**src/oad_pkg.sv**
```systemverilog
package oad_pkg;
	localparam int WORD_W = 16;
	localparam int REG_NUM = 16;
	localparam int REG_SEL_W = 4;
	// Bit 0 is the MSB in the instruction layout, so field 0..7 is [15:8]
	localparam int OPC_HI = 15;
	localparam int OPC_LO = 8;
	localparam int OPC_B_LO = 10;
	localparam int BASE_HI = 9;
	localparam int BASE_LO = 8;
	localparam int DEST_HI = 7;
	localparam int DEST_LO = 4;
	localparam int SRC_HI = 3;
	localparam int SRC_LO = 0;
	localparam int DISP_HI = 7;
	localparam int DISP_LO = 0;
	localparam logic [3:0] BASE_OFFSET = 4'hC;
	localparam logic [15:0] PC_BACKSTEP = 16'h0002;
	localparam logic [3:0] INDEX_NONE = 4'h0;

	typedef enum logic [3:0] {
		OAD_REG_DIRECT,
		OAD_MEM_DIRECT,
		OAD_MEM_INDIRECT,
		OAD_IMM_LONG_FIXED,
		OAD_IMM_LONG_INDEXABLE,
		OAD_IMM_SHORT_POS,
		OAD_IMM_SHORT_NEG,
		OAD_PC_RELATIVE,
		OAD_BASE_DISP,
		OAD_BASE_INDEXABLE,
		OAD_SPECIAL
	} oad_mode_t;

	typedef struct packed {
		logic [7:0] opcode_field;
		logic [3:0] dest_reg_field;
		logic [3:0] source_reg_field;
		logic [3:0] opcode_extension_field;
		logic [1:0] base_reg_code;
		logic [7:0] unsigned_disp_field;
		logic [3:0] special_code_one;
		logic [3:0] special_code_two;
	} oad_fields_t;

	typedef struct packed {
		logic [15:0] operand_addr;
		logic [15:0] operand_value;
		logic operand_is_value;
		logic indexed;
		logic [3:0] index_reg;
		logic [3:0] base_reg;
		logic [15:0] branch_target;
	} oad_result_t;
endpackage : oad_pkg

```
**src/oad_decode.sv**
```systemverilog
// What this block does
// - PC-relative target is counter minus two plus sign-extended 8-bit displacement.
// - Counter takes the relative sum only when branch condition holds, else sequential.
// - PC-relative word: opcode bits 0-7, signed displacement bits 8-15.
// - Non-indexed base mode adds base register to 8-bit displacement.
// - Base displacement is unsigned and zero-extended before adding.
// - Base register number is 2-bit code plus 12, so R12-R15.
// - Indexed base mode adds index register to base register, no displacement.
// - Index registers R1-R15; index zero selects the non-indexed variant.
// - Base word: opcode 0-5, base code 6-7, displacement or extension plus index.
// - Register-direct word: opcode 0-7, destination 8-11, source 12-15.
// - Memory direct/indirect take address from second word, bits 16-31.
// - Index field zero means non-indexed variant, non-zero means indexed.
// - Fixed immediate long: extension in bits 12-15, operand in second word.
// - Special words: opcode 0-7, two 4-bit special codes.
// - Indexed memory direct address is index register plus address field.
// - Indexable immediate long adds index register when index field non-zero.
// - Negative short immediate negates magnitude 1-16 into a 16-bit operand.
`timescale 1ns/10ps
`default_nettype none
module oad_decode
	import oad_pkg::*;
(
	// Clock and reset
	input wire logic i_sys_clk,
	input wire logic i_resetn,
	// Instruction and mode from the sequencer
	input wire logic i_decode_valid,
	input wire logic [15:0] i_first_word,
	input wire logic [15:0] i_second_word,
	input wire oad_pkg::oad_mode_t i_mode,
	input wire logic i_branch_taken,
	// Datapath register file and counter
	input wire logic [oad_pkg::REG_NUM*oad_pkg::WORD_W-1:0] i_gen_regs,
	input wire logic [15:0] i_instruction_counter,
	// Decoded outputs
	output logic o_result_valid,
	output oad_pkg::oad_fields_t o_fields,
	output oad_pkg::oad_result_t o_result,
	output logic o_counter_load,
	output logic [15:0] o_counter_next
);
	import oad_pkg::*;

	logic [15:0] gen_reg [REG_NUM];
	oad_fields_t next_fields;
	oad_result_t next_result;
	logic [3:0] idx_sel;
	logic [3:0] base_sel;
	logic idx_used;
	logic [15:0] idx_value;
	logic [15:0] base_value;
	logic [15:0] rel_target;
	logic [15:0] seq_next;

	genvar g;
	generate
		for (g = 0; g < REG_NUM; g++)
		begin : g_regs
			assign gen_reg[g] = i_gen_regs[g*WORD_W +: WORD_W];
		end
	endgenerate

	function automatic logic [15:0] add16(input logic [15:0] a, input logic [15:0] b);
		logic [16:0] s;
		s = {1'b0, a} + {1'b0, b};
		return s[15:0];
	endfunction : add16

	// Field extraction; bit 0 of the layout is the word's MSB
	always_comb
	begin
		next_fields = '0;
		next_fields.opcode_field = i_first_word[OPC_HI:OPC_LO];
		next_fields.dest_reg_field = i_first_word[DEST_HI:DEST_LO];
		next_fields.source_reg_field = i_first_word[SRC_HI:SRC_LO];
		next_fields.opcode_extension_field = (i_mode == OAD_BASE_INDEXABLE)
			? i_first_word[DEST_HI:DEST_LO] : i_first_word[SRC_HI:SRC_LO];
		next_fields.base_reg_code = i_first_word[BASE_HI:BASE_LO];
		next_fields.unsigned_disp_field = i_first_word[DISP_HI:DISP_LO];
		next_fields.special_code_one = i_first_word[DEST_HI:DEST_LO];
		next_fields.special_code_two = i_first_word[SRC_HI:SRC_LO];
		if (i_mode == OAD_BASE_INDEXABLE || i_mode == OAD_BASE_DISP)
		begin
			next_fields.opcode_field = {2'b00, i_first_word[OPC_HI:OPC_B_LO]};
		end
	end

	assign idx_sel = i_first_word[SRC_HI:SRC_LO];
	assign idx_used = (idx_sel != INDEX_NONE);
	assign idx_value = idx_used ? gen_reg[idx_sel] : 16'h0000;
	assign base_sel = BASE_OFFSET + {2'b00, i_first_word[BASE_HI:BASE_LO]};
	assign base_value = gen_reg[base_sel];
	assign rel_target = add16(i_instruction_counter - PC_BACKSTEP,
		{{8{i_first_word[DISP_HI]}}, i_first_word[DISP_HI:DISP_LO]});
	assign seq_next = i_instruction_counter;

	always_comb
	begin
		next_result = '0;
		next_result.index_reg = idx_sel;
		next_result.base_reg = base_sel;
		next_result.branch_target = rel_target;
		case (i_mode)
			OAD_REG_DIRECT:
			begin
				next_result.operand_value = gen_reg[i_first_word[SRC_HI:SRC_LO]];
				next_result.operand_is_value = 1'b1;
			end
			OAD_MEM_DIRECT, OAD_MEM_INDIRECT:
			begin
				next_result.indexed = idx_used;
				next_result.operand_addr = add16(i_second_word, idx_value);
			end
			OAD_IMM_LONG_FIXED:
			begin
				next_result.operand_value = i_second_word;
				next_result.operand_is_value = 1'b1;
			end
			OAD_IMM_LONG_INDEXABLE:
			begin
				next_result.indexed = idx_used;
				next_result.operand_value = add16(i_second_word, idx_value);
				next_result.operand_is_value = 1'b1;
			end
			OAD_IMM_SHORT_POS:
			begin
				next_result.operand_value = {12'h000, idx_sel} + 16'h0001;
				next_result.operand_is_value = 1'b1;
			end
			OAD_IMM_SHORT_NEG:
			begin
				// Field 0 encodes magnitude 1, 15 encodes 16
				next_result.operand_value = 16'h0000 - ({12'h000, idx_sel} + 16'h0001);
				next_result.operand_is_value = 1'b1;
			end
			OAD_PC_RELATIVE:
			begin
				next_result.operand_addr = rel_target;
			end
			OAD_BASE_DISP:
			begin
				next_result.operand_addr = add16(base_value,
					{8'h00, i_first_word[DISP_HI:DISP_LO]});
			end
			OAD_BASE_INDEXABLE:
			begin
				next_result.indexed = idx_used;
				next_result.operand_addr = add16(base_value, idx_value);
			end
			OAD_SPECIAL:
			begin
				next_result.operand_is_value = 1'b0;
			end
			default:
			begin
				next_result.operand_is_value = 1'b0;
			end
		endcase
	end

	// Registered outputs keep datapath timing clean
	always_ff @(posedge i_sys_clk or negedge i_resetn)
	begin
		if (!i_resetn)
		begin
			o_result_valid <= 1'b0;
			o_fields <= '0;
			o_result <= '0;
		end
		else
		begin
			o_result_valid <= i_decode_valid;
			if (i_decode_valid)
			begin
				o_fields <= next_fields;
				o_result <= next_result;
			end
		end
	end

	always_ff @(posedge i_sys_clk or negedge i_resetn)
	begin
		if (!i_resetn)
		begin
			o_counter_load <= 1'b0;
			o_counter_next <= 16'h0000;
		end
		else
		begin
			// Untaken branches must not load, or a back-to-back step is lost
			o_counter_load <= i_decode_valid && (i_mode == OAD_PC_RELATIVE) && i_branch_taken;
			if (i_decode_valid && i_mode == OAD_PC_RELATIVE)
			begin
				o_counter_next <= i_branch_taken ? rel_target : seq_next;
			end
		end
	end

	// Checks read the raw word fields, so a slip in next_* logic shows up
	a_branch_taken_target: assert property (@(posedge i_sys_clk)
		disable iff (!i_resetn)
		i_decode_valid && i_mode == OAD_PC_RELATIVE && i_branch_taken
		|=> o_counter_load && o_counter_next == $past(rel_target))
		else $error("taken branch target wrong");
	a_branch_not_taken: assert property (@(posedge i_sys_clk)
		disable iff (!i_resetn)
		i_decode_valid && i_mode == OAD_PC_RELATIVE && !i_branch_taken
		|=> !o_counter_load && o_counter_next == $past(i_instruction_counter))
		else $error("untaken branch not sequential");
	a_load_only_relative: assert property (@(posedge i_sys_clk)
		disable iff (!i_resetn)
		o_counter_load
		|-> $past(i_decode_valid && i_mode == OAD_PC_RELATIVE && i_branch_taken))
		else $error("counter load without taken branch");
	a_rel_sum_value: assert property (@(posedge i_sys_clk)
		disable iff (!i_resetn)
		i_decode_valid && i_mode == OAD_PC_RELATIVE
		|=> o_result.operand_addr == 16'($past(i_instruction_counter) - 16'd2
		+ {{8{$past(i_first_word[DISP_HI])}}, $past(i_first_word[DISP_HI:DISP_LO])}))
		else $error("relative sum wrong");
	a_base_sel_range: assert property (@(posedge i_sys_clk)
		disable iff (!i_resetn)
		i_decode_valid |=> o_result.base_reg >= 4'd12
		&& o_result.base_reg[1:0] == $past(i_first_word[BASE_HI:BASE_LO]))
		else $error("base register below twelve");
	a_base_disp_addr: assert property (@(posedge i_sys_clk)
		disable iff (!i_resetn)
		i_decode_valid && i_mode == OAD_BASE_DISP
		|=> o_result.operand_addr >= $past(base_value)
		|| o_result.operand_addr < {8'h00, $past(i_first_word[DISP_HI:DISP_LO])})
		else $error("base displacement not unsigned");
	a_base_disp_sum: assert property (@(posedge i_sys_clk)
		disable iff (!i_resetn)
		i_decode_valid && i_mode == OAD_BASE_DISP
		|=> !o_result.operand_is_value && o_result.operand_addr == 16'($past(base_value)
		+ {8'h00, $past(i_first_word[DISP_HI:DISP_LO])}))
		else $error("base displacement sum wrong");
	a_index_zero_plain: assert property (@(posedge i_sys_clk)
		disable iff (!i_resetn)
		i_decode_valid && i_mode == OAD_MEM_DIRECT && i_first_word[SRC_HI:SRC_LO] == INDEX_NONE
		|=> !o_result.indexed && o_result.operand_addr == $past(i_second_word))
		else $error("index zero not plain");
	a_direct_index_sum: assert property (@(posedge i_sys_clk)
		disable iff (!i_resetn)
		i_decode_valid && i_mode == OAD_MEM_DIRECT && i_first_word[SRC_HI:SRC_LO] != INDEX_NONE
		|=> o_result.indexed && o_result.operand_addr
		== 16'($past(i_second_word) + $past(idx_value)))
		else $error("direct index sum wrong");
	a_base_index_sum: assert property (@(posedge i_sys_clk)
		disable iff (!i_resetn)
		i_decode_valid && i_mode == OAD_BASE_INDEXABLE && i_first_word[SRC_HI:SRC_LO] != INDEX_NONE
		|=> o_result.indexed && o_result.operand_addr
		== 16'($past(base_value) + $past(idx_value)))
		else $error("base index sum wrong");
	a_base_index_zero: assert property (@(posedge i_sys_clk)
		disable iff (!i_resetn)
		i_decode_valid && i_mode == OAD_BASE_INDEXABLE
		&& i_first_word[SRC_HI:SRC_LO] == INDEX_NONE
		|=> !o_result.indexed && o_result.operand_addr == $past(base_value))
		else $error("base index zero not plain");
	a_imm_index_sum: assert property (@(posedge i_sys_clk)
		disable iff (!i_resetn)
		i_decode_valid && i_mode == OAD_IMM_LONG_INDEXABLE
		|=> o_result.operand_is_value && o_result.operand_value
		== 16'($past(i_second_word) + $past(idx_value)))
		else $error("indexable immediate wrong");
	a_short_neg_range: assert property (@(posedge i_sys_clk)
		disable iff (!i_resetn)
		i_decode_valid && i_mode == OAD_IMM_SHORT_NEG
		|=> o_result.operand_is_value && o_result.operand_value[15:4] == 12'hFFF
		&& o_result.operand_value[3:0] == ~$past(i_first_word[SRC_HI:SRC_LO]))
		else $error("short negative out of range");
	a_imm_fixed_value: assert property (@(posedge i_sys_clk)
		disable iff (!i_resetn)
		i_decode_valid && i_mode == OAD_IMM_LONG_FIXED
		|=> o_result.operand_value == $past(i_second_word)
		&& o_fields.opcode_extension_field == $past(i_first_word[SRC_HI:SRC_LO]))
		else $error("fixed immediate wrong");
	a_field_layout: assert property (@(posedge i_sys_clk)
		disable iff (!i_resetn)
		i_decode_valid && i_mode == OAD_REG_DIRECT
		|=> o_fields.opcode_field == $past(i_first_word[OPC_HI:OPC_LO])
		&& o_fields.dest_reg_field == $past(i_first_word[DEST_HI:DEST_LO])
		&& o_fields.source_reg_field == $past(i_first_word[SRC_HI:SRC_LO]))
		else $error("register direct fields wrong");
	a_special_codes: assert property (@(posedge i_sys_clk)
		disable iff (!i_resetn)
		i_decode_valid && i_mode == OAD_SPECIAL
		|=> !o_result.operand_is_value
		&& o_fields.special_code_one == $past(i_first_word[DEST_HI:DEST_LO])
		&& o_fields.special_code_two == $past(i_first_word[SRC_HI:SRC_LO]))
		else $error("special codes wrong");
	a_base_opcode_pad: assert property (@(posedge i_sys_clk)
		disable iff (!i_resetn)
		i_decode_valid && (i_mode == OAD_BASE_DISP || i_mode == OAD_BASE_INDEXABLE)
		|=> o_fields.opcode_field == {2'b00, $past(i_first_word[OPC_HI:OPC_B_LO])})
		else $error("base opcode not padded");
	a_mem_indirect_addr: assert property (@(posedge i_sys_clk)
		disable iff (!i_resetn)
		i_decode_valid && i_mode == OAD_MEM_INDIRECT
		|=> !o_result.operand_is_value && o_result.operand_addr
		== 16'($past(i_second_word) + $past(idx_value)))
		else $error("indirect address wrong");
	a_relative_layout: assert property (@(posedge i_sys_clk)
		disable iff (!i_resetn)
		i_decode_valid && i_mode == OAD_PC_RELATIVE
		|=> o_fields.opcode_field == $past(i_first_word[OPC_HI:OPC_LO])
		&& o_fields.unsigned_disp_field == $past(i_first_word[DISP_HI:DISP_LO]))
		else $error("relative word fields wrong");
endmodule : oad_decode
`default_nettype wire

```
**config.mk**
```make
export PLATFORM = sky130hd
export DESIGN_NAME = oad_decode
export DESIGN_NICKNAME = d
export VERILOG_FILES = /design/src/oad_pkg.sv /design/src/oad_decode.sv
export SDC_FILE = /design/constraint.sdc
export NUM_CORES = 1
export LEC_CHECK = 0
export BUFFER_PORTS_ARGS = -buffer_cell sky130_fd_sc_hd__clkbuf_2
export CELL_PAD_IN_SITES_DETAIL_PLACEMENT = 0
export CELL_PAD_IN_SITES_GLOBAL_PLACEMENT = 1
export CORE_ASPECT_RATIO = 1.2
export CORE_MARGIN = 4
export CORE_UTILIZATION = 38
export DETAILED_ROUTE_END_ITERATION = 12
export PLACE_DENSITY_LB_ADDON = 0.12
export SLEW_MARGIN = 20
export SYNTH_ARGS = -nofsm -noshare
export SYNTH_HDL_FRONTEND = slang
export SYNTH_SLANG_ARGS = --single-unit
```
**constraint.sdc**
```tcl
create_clock -name i_sys_clk -period 2.05 [get_ports i_sys_clk]
set_input_delay 0.205 -clock i_sys_clk [delete_from_list [all_inputs] [get_ports i_sys_clk]]
set_output_delay 0.205 -clock i_sys_clk [all_outputs]
set_load 0.005 [all_outputs]
```
==> results of run 1 <==
[synth_stat cells (18+ instances only)]
cell	count
dfrtp_1	91
nand2_1	86
mux4_2	84
inv_1	77
ha_1	59
nor2_1	51
a21oi_1	46
o21ai_0	46
clkbuf_1	43
xnor2_1	39
mux2i_1	34
mux2_2	28
buf_4	26
and2_1	19
o2bb2ai_1	18
[cell type report]
class | instances | area, um2 | area share, %
inverter | 79 | 320 | 1.94
multi-input combinational | 734 | 7950 | 48.1
sequential | 91 | 2280 | 13.8
tap | 325 | 407 | 2.46
antenna | 11 | 27.5 | 0.167
clock buffer | 9 | 225 | 1.36
timing repair buffer | 773 | 5260 | 31.8
clock inverter | 7 | 58.8 | 0.356
[metal layers]
metal	track usage (%)	up-vias	routed length (um)
li1	-	5107	-
met1	37.5	5364	17300
met2	53.2	489	22700
met3	5.17	81	3110
met4	12.0	2	1600
met5	0	-	13
[power groups by stage]
| stage | Combinational, W | Clock (W) | Sequential, W |
|---|---|---|---|
| floorplan | 0.00224 | 0 | 0.00230 |
| detailed placement | 0.00438 | 0 | 0.00230 |
| finish | 0.00558 | 0.00165 | 0.00226 |
| CTS | 0.00519 | 0.00167 | 0.00227 |
| global placement | 0.00434 | 0 | 0.00229 |
| global route | 0.00597 | 0.00174 | 0.00231 |
[critical path, delay by kind of cell]
family	cells	cell delay (ns)
XOR/XNOR	1	0.14
multiplexers	2	0.98
buffers and inverters	4	0.35
AO/OA/AOI/OAI	4	1.13
adder cells (fa/ha/maj)	2	0.56
AND/OR/NAND/NOR	4	0.31
[logic make-up (layout without fill, tap and decap cells)]
kind of cell    after synthesis  after routing
xor+xnor                     49             49
fa+ha+maj                    64             64
buf+inv                     164            868
compound gates              237            237
simple gates                236            236
flops                        91             91
mux                         148            148
other cells                   0             11
[through the flow]
stage / area (um2) / hold WS (ns)
6_report: 16500 / 0.0778
5_1_grt: 16500 / 0.0806
4_1_cts: 16000 / 0.0719
3_5_place_dp: 14200 / 0.204
3_3_place_gp: 14200 / 0.195
2_1_floorplan: 10100 / -0.0906
[final timing paths]
| check | to | depth (start not counted) | from |
|---|---|---|---|
| max reg2reg | o_result[38]$_DFFE_PN0P_ | 2 | o_result[38]$_DFFE_PN0P_ |
| max in group asynchronous | o_result[37]$_DFFE_PN0P_ | 3 | i_resetn |
| min in group asynchronous | o_counter_next[4]$_DFFE_PN0P_ | 2 | i_resetn |
| min reg2reg | o_result[55]$_DFFE_PN0P_ | 2 | o_result[55]$_DFFE_PN0P_ |
| min | o_fields[36]$_DFFE_PN0P_ | 3 | i_first_word[14] |
| max | o_result[49]$_DFFE_PN0P_ | 17 | i_first_word[0] |
[repair_timing]
item | 4_1_cts | 5_1_grt
buffers inserted | 61 | 28
resized for setup | 193 | 97
setup endpoints to repair | 55 | 57
hold buffers | 1 | 0
pin swaps | 77 | 100
cloned | 1 | 0
hold endpoints to repair | 34 | 0
[state kept, by name, indices dropped and copies added, names as in the netlist]
| register | flops |
|---|---|
| o_result | 52 |
| o_fields | 21 |
| o_counter_next | 16 |
| o_counter_load | 1 |
| o_result_valid | 1 |
==> out/qor.csv, run 1 <==
stage,metric,value,unit
run_status,status,"complete, but fails checks",
run_status,violations,negative setup slack,
setup_path,critPathMaxFanout,6,
die,die_w,154,um
grt,grt-ovfl-total,0,
cts,cts_tree,done,
sta,timing.fmax,288,MHz
detailed_routing,drtIter0Drc,705,
yosys,synthAdderAreaFrac,8.46,%
sta,slew_headroom,50.2,%
sta,tightest_slew,0.746,ns
detailed_routing,totalWireLength,44700,um
place,port_buffers,425,
cts,clk_path_buf_depth,2,
cells_and_area,nNetsFinal,2062,
detailed_routing,ant_nets,0,
yosys,syn-instance-count,989,
detailed_routing,dr_total_vias,11043,
detailed_routing,drc,0,
cells_and_area,final_core_util,66.3,%
die,dieArea,28200,um2
power,p_seq_share,23.9,%
cells_and_area,final_cell_mix,"420 x clkbuf_2, 279 x buf_4, 91 x dfrtp_1",
grt,grt_pass1_wl,66100,um
sta,clock_skew,0,ns
setup_path,crit_chain,"buf_16, buf_6, mux4_2, mux4_2, nand2_2, buf_6, inv_4, ha_4, nand2_4, nor2_2, a221o_1, o2111ai_4, nand2_2, maj3_2, xnor2_2, a222oi_1, a21oi_1",
yosys,async_flop_share,100,%
power,swShare,37.0,%
yosys,yosysSeqAreaShare,23.5,%
yosys,synth_area_leaders,"dfrtp_1 23%, mux4_2 20%, ha_1 7.6%",
cts,cts-root-buf,clkbuf_16,
setup_path,max_stage_delay,0.51,ns
die,die_h,183,um
yosys,synth-compound-area-share,17.6,%
die,ios,426,
sta,rsz0062_at_grt,true,
sta,setup-tns-final,-46.94,ns
yosys,synth_edf_count,0,
setup_path,r2r_slack,1.09,ns
place,place_inst,1932,
setup_path,critPathArrivalTime,3.69,ns
power,p_per_area,574,nW/um2
cts,htreeDepth,3,
yosys,synth.distinct_cells,82,
cells_and_area,drive_gt1_share,65.2,%
cts,cts_sinks,91,
yosys,avgSynthCellArea,9.81,um2
yosys,yosys_register_bits,91,
setup_path,critPathSlowestCell,mux4_2,
sta,period_share,169,%
power,p_total,0.00949,W
sta,finalCriticalPeriod,3.47,ns
sta,hold_viol,0,
power,cellLeakagePower,8.05,nW
power,vdd_drop_max,0.419,mV
yosys,syn_nets,1363,
setup_path,critPathLaunchType,input pin,
detailed_routing,first_pass_iters,6,
grt,grt_antenna_before_repair,12,
yosys,synth_xor_area_share,4.50,%
power,power.switching,0.00351,W
grt,grt_pass1_vias,11559,
cells_and_area,final_cells,2029,
flow_run,cap_violations,0,
yosys,netlist.area_leader.share,23.5,%
cts,cts_buffers,9,
power,power.share.clock,17.4,%
cells_and_area,syn2layout_area_growth,70.4,%
yosys,ys_warn_count,0,
yosys,synth-main-ff-cell,dfrtp_1,
grt,grt_usage,30.4,%
place,place_ws,-2.03,ns
setup_path,required,2.28,ns
yosys,synth_mux_area_share,26.6,%
yosys,synth_area,9700,um2
die,coreArea,24900,um2
detailed_routing,avgRoutedWirePerCell,22.0,um
cells_and_area,final_common_cell,clkbuf_2,
yosys,synth_top_family_by_area,multiplexers,
die,start_util,38.9,%
power,p_int,0.00598,W
sta,setup-violations-final,57,
place,hpwlAfterDp,37200,um
yosys,synth_simple_gate_area_share,11.6,%
setup_path,crit_type,input pin to flop,
sta,slew_violations,0,
power,combPwrFrac,58.8,%
cts,clkTransAtPathRegs,0.07,ns
sta,fin_ws,-1.42,ns
yosys,synth_top_area_cell,dfrtp_1,
min_path,worstHoldPathType,input pin to flop,
die,row_count,63,
grt,grt_max_degree,59,
cts,clkLatencyLatePin,0.35,ns
cells_and_area,n_fill_cell,2055,
setup_path,crit_path_end_kind,flop,
place,routabilityCongestion,0.973,
detailed_routing,via_per_inst,5.44,
Power figures use the tool's default switching activity.
==> run 2, diff against run 1 <==
--- a/config.mk
+++ b/config.mk
@@ -17,3 +17,4 @@
 export SYNTH_ARGS = -nofsm -noshare
 export SYNTH_HDL_FRONTEND = slang
 export SYNTH_SLANG_ARGS = --single-unit
+export TNS_END_PERCENT = 20
==> run 2 against run 1 <==
Net effect: total power down 9.3%; flip-flop and latch count did not move; largest cell class unchanged; combinational power down 15%; clock power shrank 3%; clock skew stayed put; register-to-register slack got worse by 0.04 ns; count of clock-buffer cells in the layout is 1 higher; the flow still finishes with violations (negative setup slack); die area did not move; setup slack better by 0.066 ns; highest routed layer unchanged; critical path type unchanged.
==> out/qor.csv, run 2 (same netlist as run 1, synthesis figures left out) <==
stage,metric,value,unit
run_status,status,"complete, but fails checks",
run_status,violations,negative setup slack,
cts,clkLatencyLatePin,0.35,ns
min_path,worstHoldStart,i_first_word[14],
detailed_routing,drtIter0Drc,575,
sta,hold_viol,0,
place,routabilityCongestion,0.920,
setup_path,crit_type,input pin to flop,
sta,timing.fmax,294,MHz
die,row_count,63,
cells_and_area,n_fill_cell,2241,
cells_and_area,top_register,o_result,
die,coreArea,24900,um2
min_path,worstHoldPathType,input pin to flop,
cells_and_area,largest_register_ffs,52,
detailed_routing,drc,0,
place,port_buffers,425,
sta,slew_violations,0,
setup_path,r2r-start,o_result[36]$_DFFE_PN0P_,
power,power.share.clock,18.6,%
detailed_routing,ant_nets,0,
cts,cts_buffers,9,
sta,finalCriticalPeriod,3.40,ns
setup_path,critPathArrivalTime,3.68,ns
setup_path,crit_chain,"clkbuf_2, mux4_2, mux4_2, nand2_2, o21ai_2, ha_1, a21oi_2, o211ai_1, a2111oi_4, nor2_2, a21oi_2, a21oi_2, xnor2_2, o221ai_2, and3b_1, nor3_2",
die,start_util,38.9,%
cts,clk_path_buf_depth,2,
cells_and_area,final_cell_mix,"420 x clkbuf_2, 276 x buf_4, 91 x dfrtp_1",
setup_path,critPathMaxFanout,3,
cts,htreeDepth,3,
sta,tightest_slew,0.572,ns
cells_and_area,top_regs,"o_result: 52 flops, o_fields: 21 flops, o_counter_next: 16 flops",
cts,clkTransAtPathRegs,0.07,ns
die,die_w,154,um
setup_path,crit_top_cell,a21oi_2,
cts,cts-root-buf,clkbuf_16,
cts,cts_tree,done,
power,combPwrFrac,55.1,%
die,ios,426,
grt,grt_usage,29.6,%
grt,grt-ovfl-total,0,
setup_path,critPathLaunchType,input pin,
sta,clock_skew,0,ns
grt,grt_pass1_wl,64800,um
die,dieArea,28200,um2
die,die_h,183,um
sta,period_share,166,%
cts,cts_sinks,91,
setup_path,crit_path_end_kind,flop,
power,p_int,0.00544,W
cells_and_area,final_core_util,61.0,%
power,p_per_area,566,nW/um2
setup_path,required,2.33,ns
detailed_routing,avgRoutedWirePerCell,21.9,um
sta,rsz0062_at_grt,true,
cells_and_area,drive_gt1_share,59.7,%
setup_path,cp_top_family,compound AO/OA/AOI/OAI gates,
setup_path,critPathSlowestCell,mux4_2,
detailed_routing,first_pass_iters,8,
power,power.switching,0.00317,W
detailed_routing,via_per_inst,5.46,
cells_and_area,final_common_cell,clkbuf_2,
setup_path,path_buf_inv,1,
cells_and_area,syn2layout_area_growth,56.7,%
power,swShare,36.9,%
place,place_inst,1913,
power,vdd_drop_max,0.434,mV
detailed_routing,dr_total_vias,10791,
cells_and_area,final_cells,1976,
sta,slew_headroom,61.9,%
cells_and_area,nNetsFinal,2013,
sta,fin_ws,-1.35,ns
detailed_routing,totalWireLength,43200,um
sta,setup-violations-final,53,
grt,grt_max_degree,58,
grt,grt_antenna_before_repair,9,
place,hpwlAfterDp,36400,um
power,p_seq_share,26.3,%
setup_path,max_stage_delay,0.53,ns
flow_run,cap_violations,0,
power,cellLeakagePower,7.60,nW
grt,grt_pass1_vias,11233,
place,place_ws,-2.07,ns
setup_path,critPathLaunch,i_gen_regs[97],
-- run 2: metal layers --
| metal | routed length [um] | global-route usage [%] | vias up |
|---|---|---|---|
| li1 | - | - | 5013 |
| met1 | 17500 | 37.7 | 5269 |
| met2 | 21800 | 52.1 | 445 |
| met3 | 2760 | 4.72 | 60 |
| met4 | 1220 | 8.66 | 4 |
| met5 | 26 | 0 | - |
-- run 2: tightest hold or removal path, delay by kind of cell --
kind	cells	cell delay (ns)
simple gates	1	0.05
buf+inv	1	0.09
compound gates	1	0.05
-- run 2: layout make-up --
class	instances	area, um2	area share, %
Multi-Input combinational cell	734	7300	48.1
Tap cell	325	407	2.68
Inverter	79	300	1.98
Antenna cell	7	17.5	0.115
Timing Repair Buffer	724	4620	30.4
Clock inverter	6	40.0	0.263
Sequential cell	91	2280	15.0
Clock buffer	10	229	1.51
-- run 2: repair_timing --
action	CTS	global route
gates cloned	2	0
setup buffers	29	11
resized for setup	108	47
endpoints found under the setup margin	54	55
pin swaps	42	33
hold buffers	1	0
hold endpoints to repair	14	0
-- run 2: worst paths after layout --
check	to	slack (ns)	cells after the start
min in group asynchronous	o_counter_next[0]$_DFFE_PN0P_	0.26	2
max in group asynchronous	o_result[56]$_DFFE_PN0P_	1.21	3
min	o_fields[36]$_DFFE_PN0P_	0.09	3
max reg2reg	o_result[36]$_DFFE_PN0P_	1.05	4
min reg2reg	o_result[24]$_DFFE_PN0P_	0.48	1
max	o_result[57]$_DFFE_PN0P_	-1.35	16
-- run 2: power groups by stage --
stage	logic (W)	clock network, W	registers, W
2_1_floorplan	0.00213	0	0.00230
3_3_place_gp	0.00416	0	0.00228
3_5_place_dp	0.00420	0	0.00230
4_1_cts	0.00458	0.00165	0.00227
5_1_grt	0.00512	0.00169	0.00231
6_report	0.00474	0.00160	0.00226
-- run 2: per-stage QoR --
stage | cell area, um2 | setup TNS (ns) | hold slack, ns | power (W)
2_1_floorplan | 9850 | -58.26 | -0.0906 | 0.00443
3_3_place_gp | 13900 | -72.42 | 0.0831 | 0.00644
3_5_place_dp | 13900 | -75.27 | 0.0864 | 0.00650
4_1_cts | 14900 | -40.53 | 0.0759 | 0.00850
5_1_grt | 15200 | -47.40 | 0.0799 | 0.00912
6_report | 15200 | -41.07 | 0.0881 | 0.00861
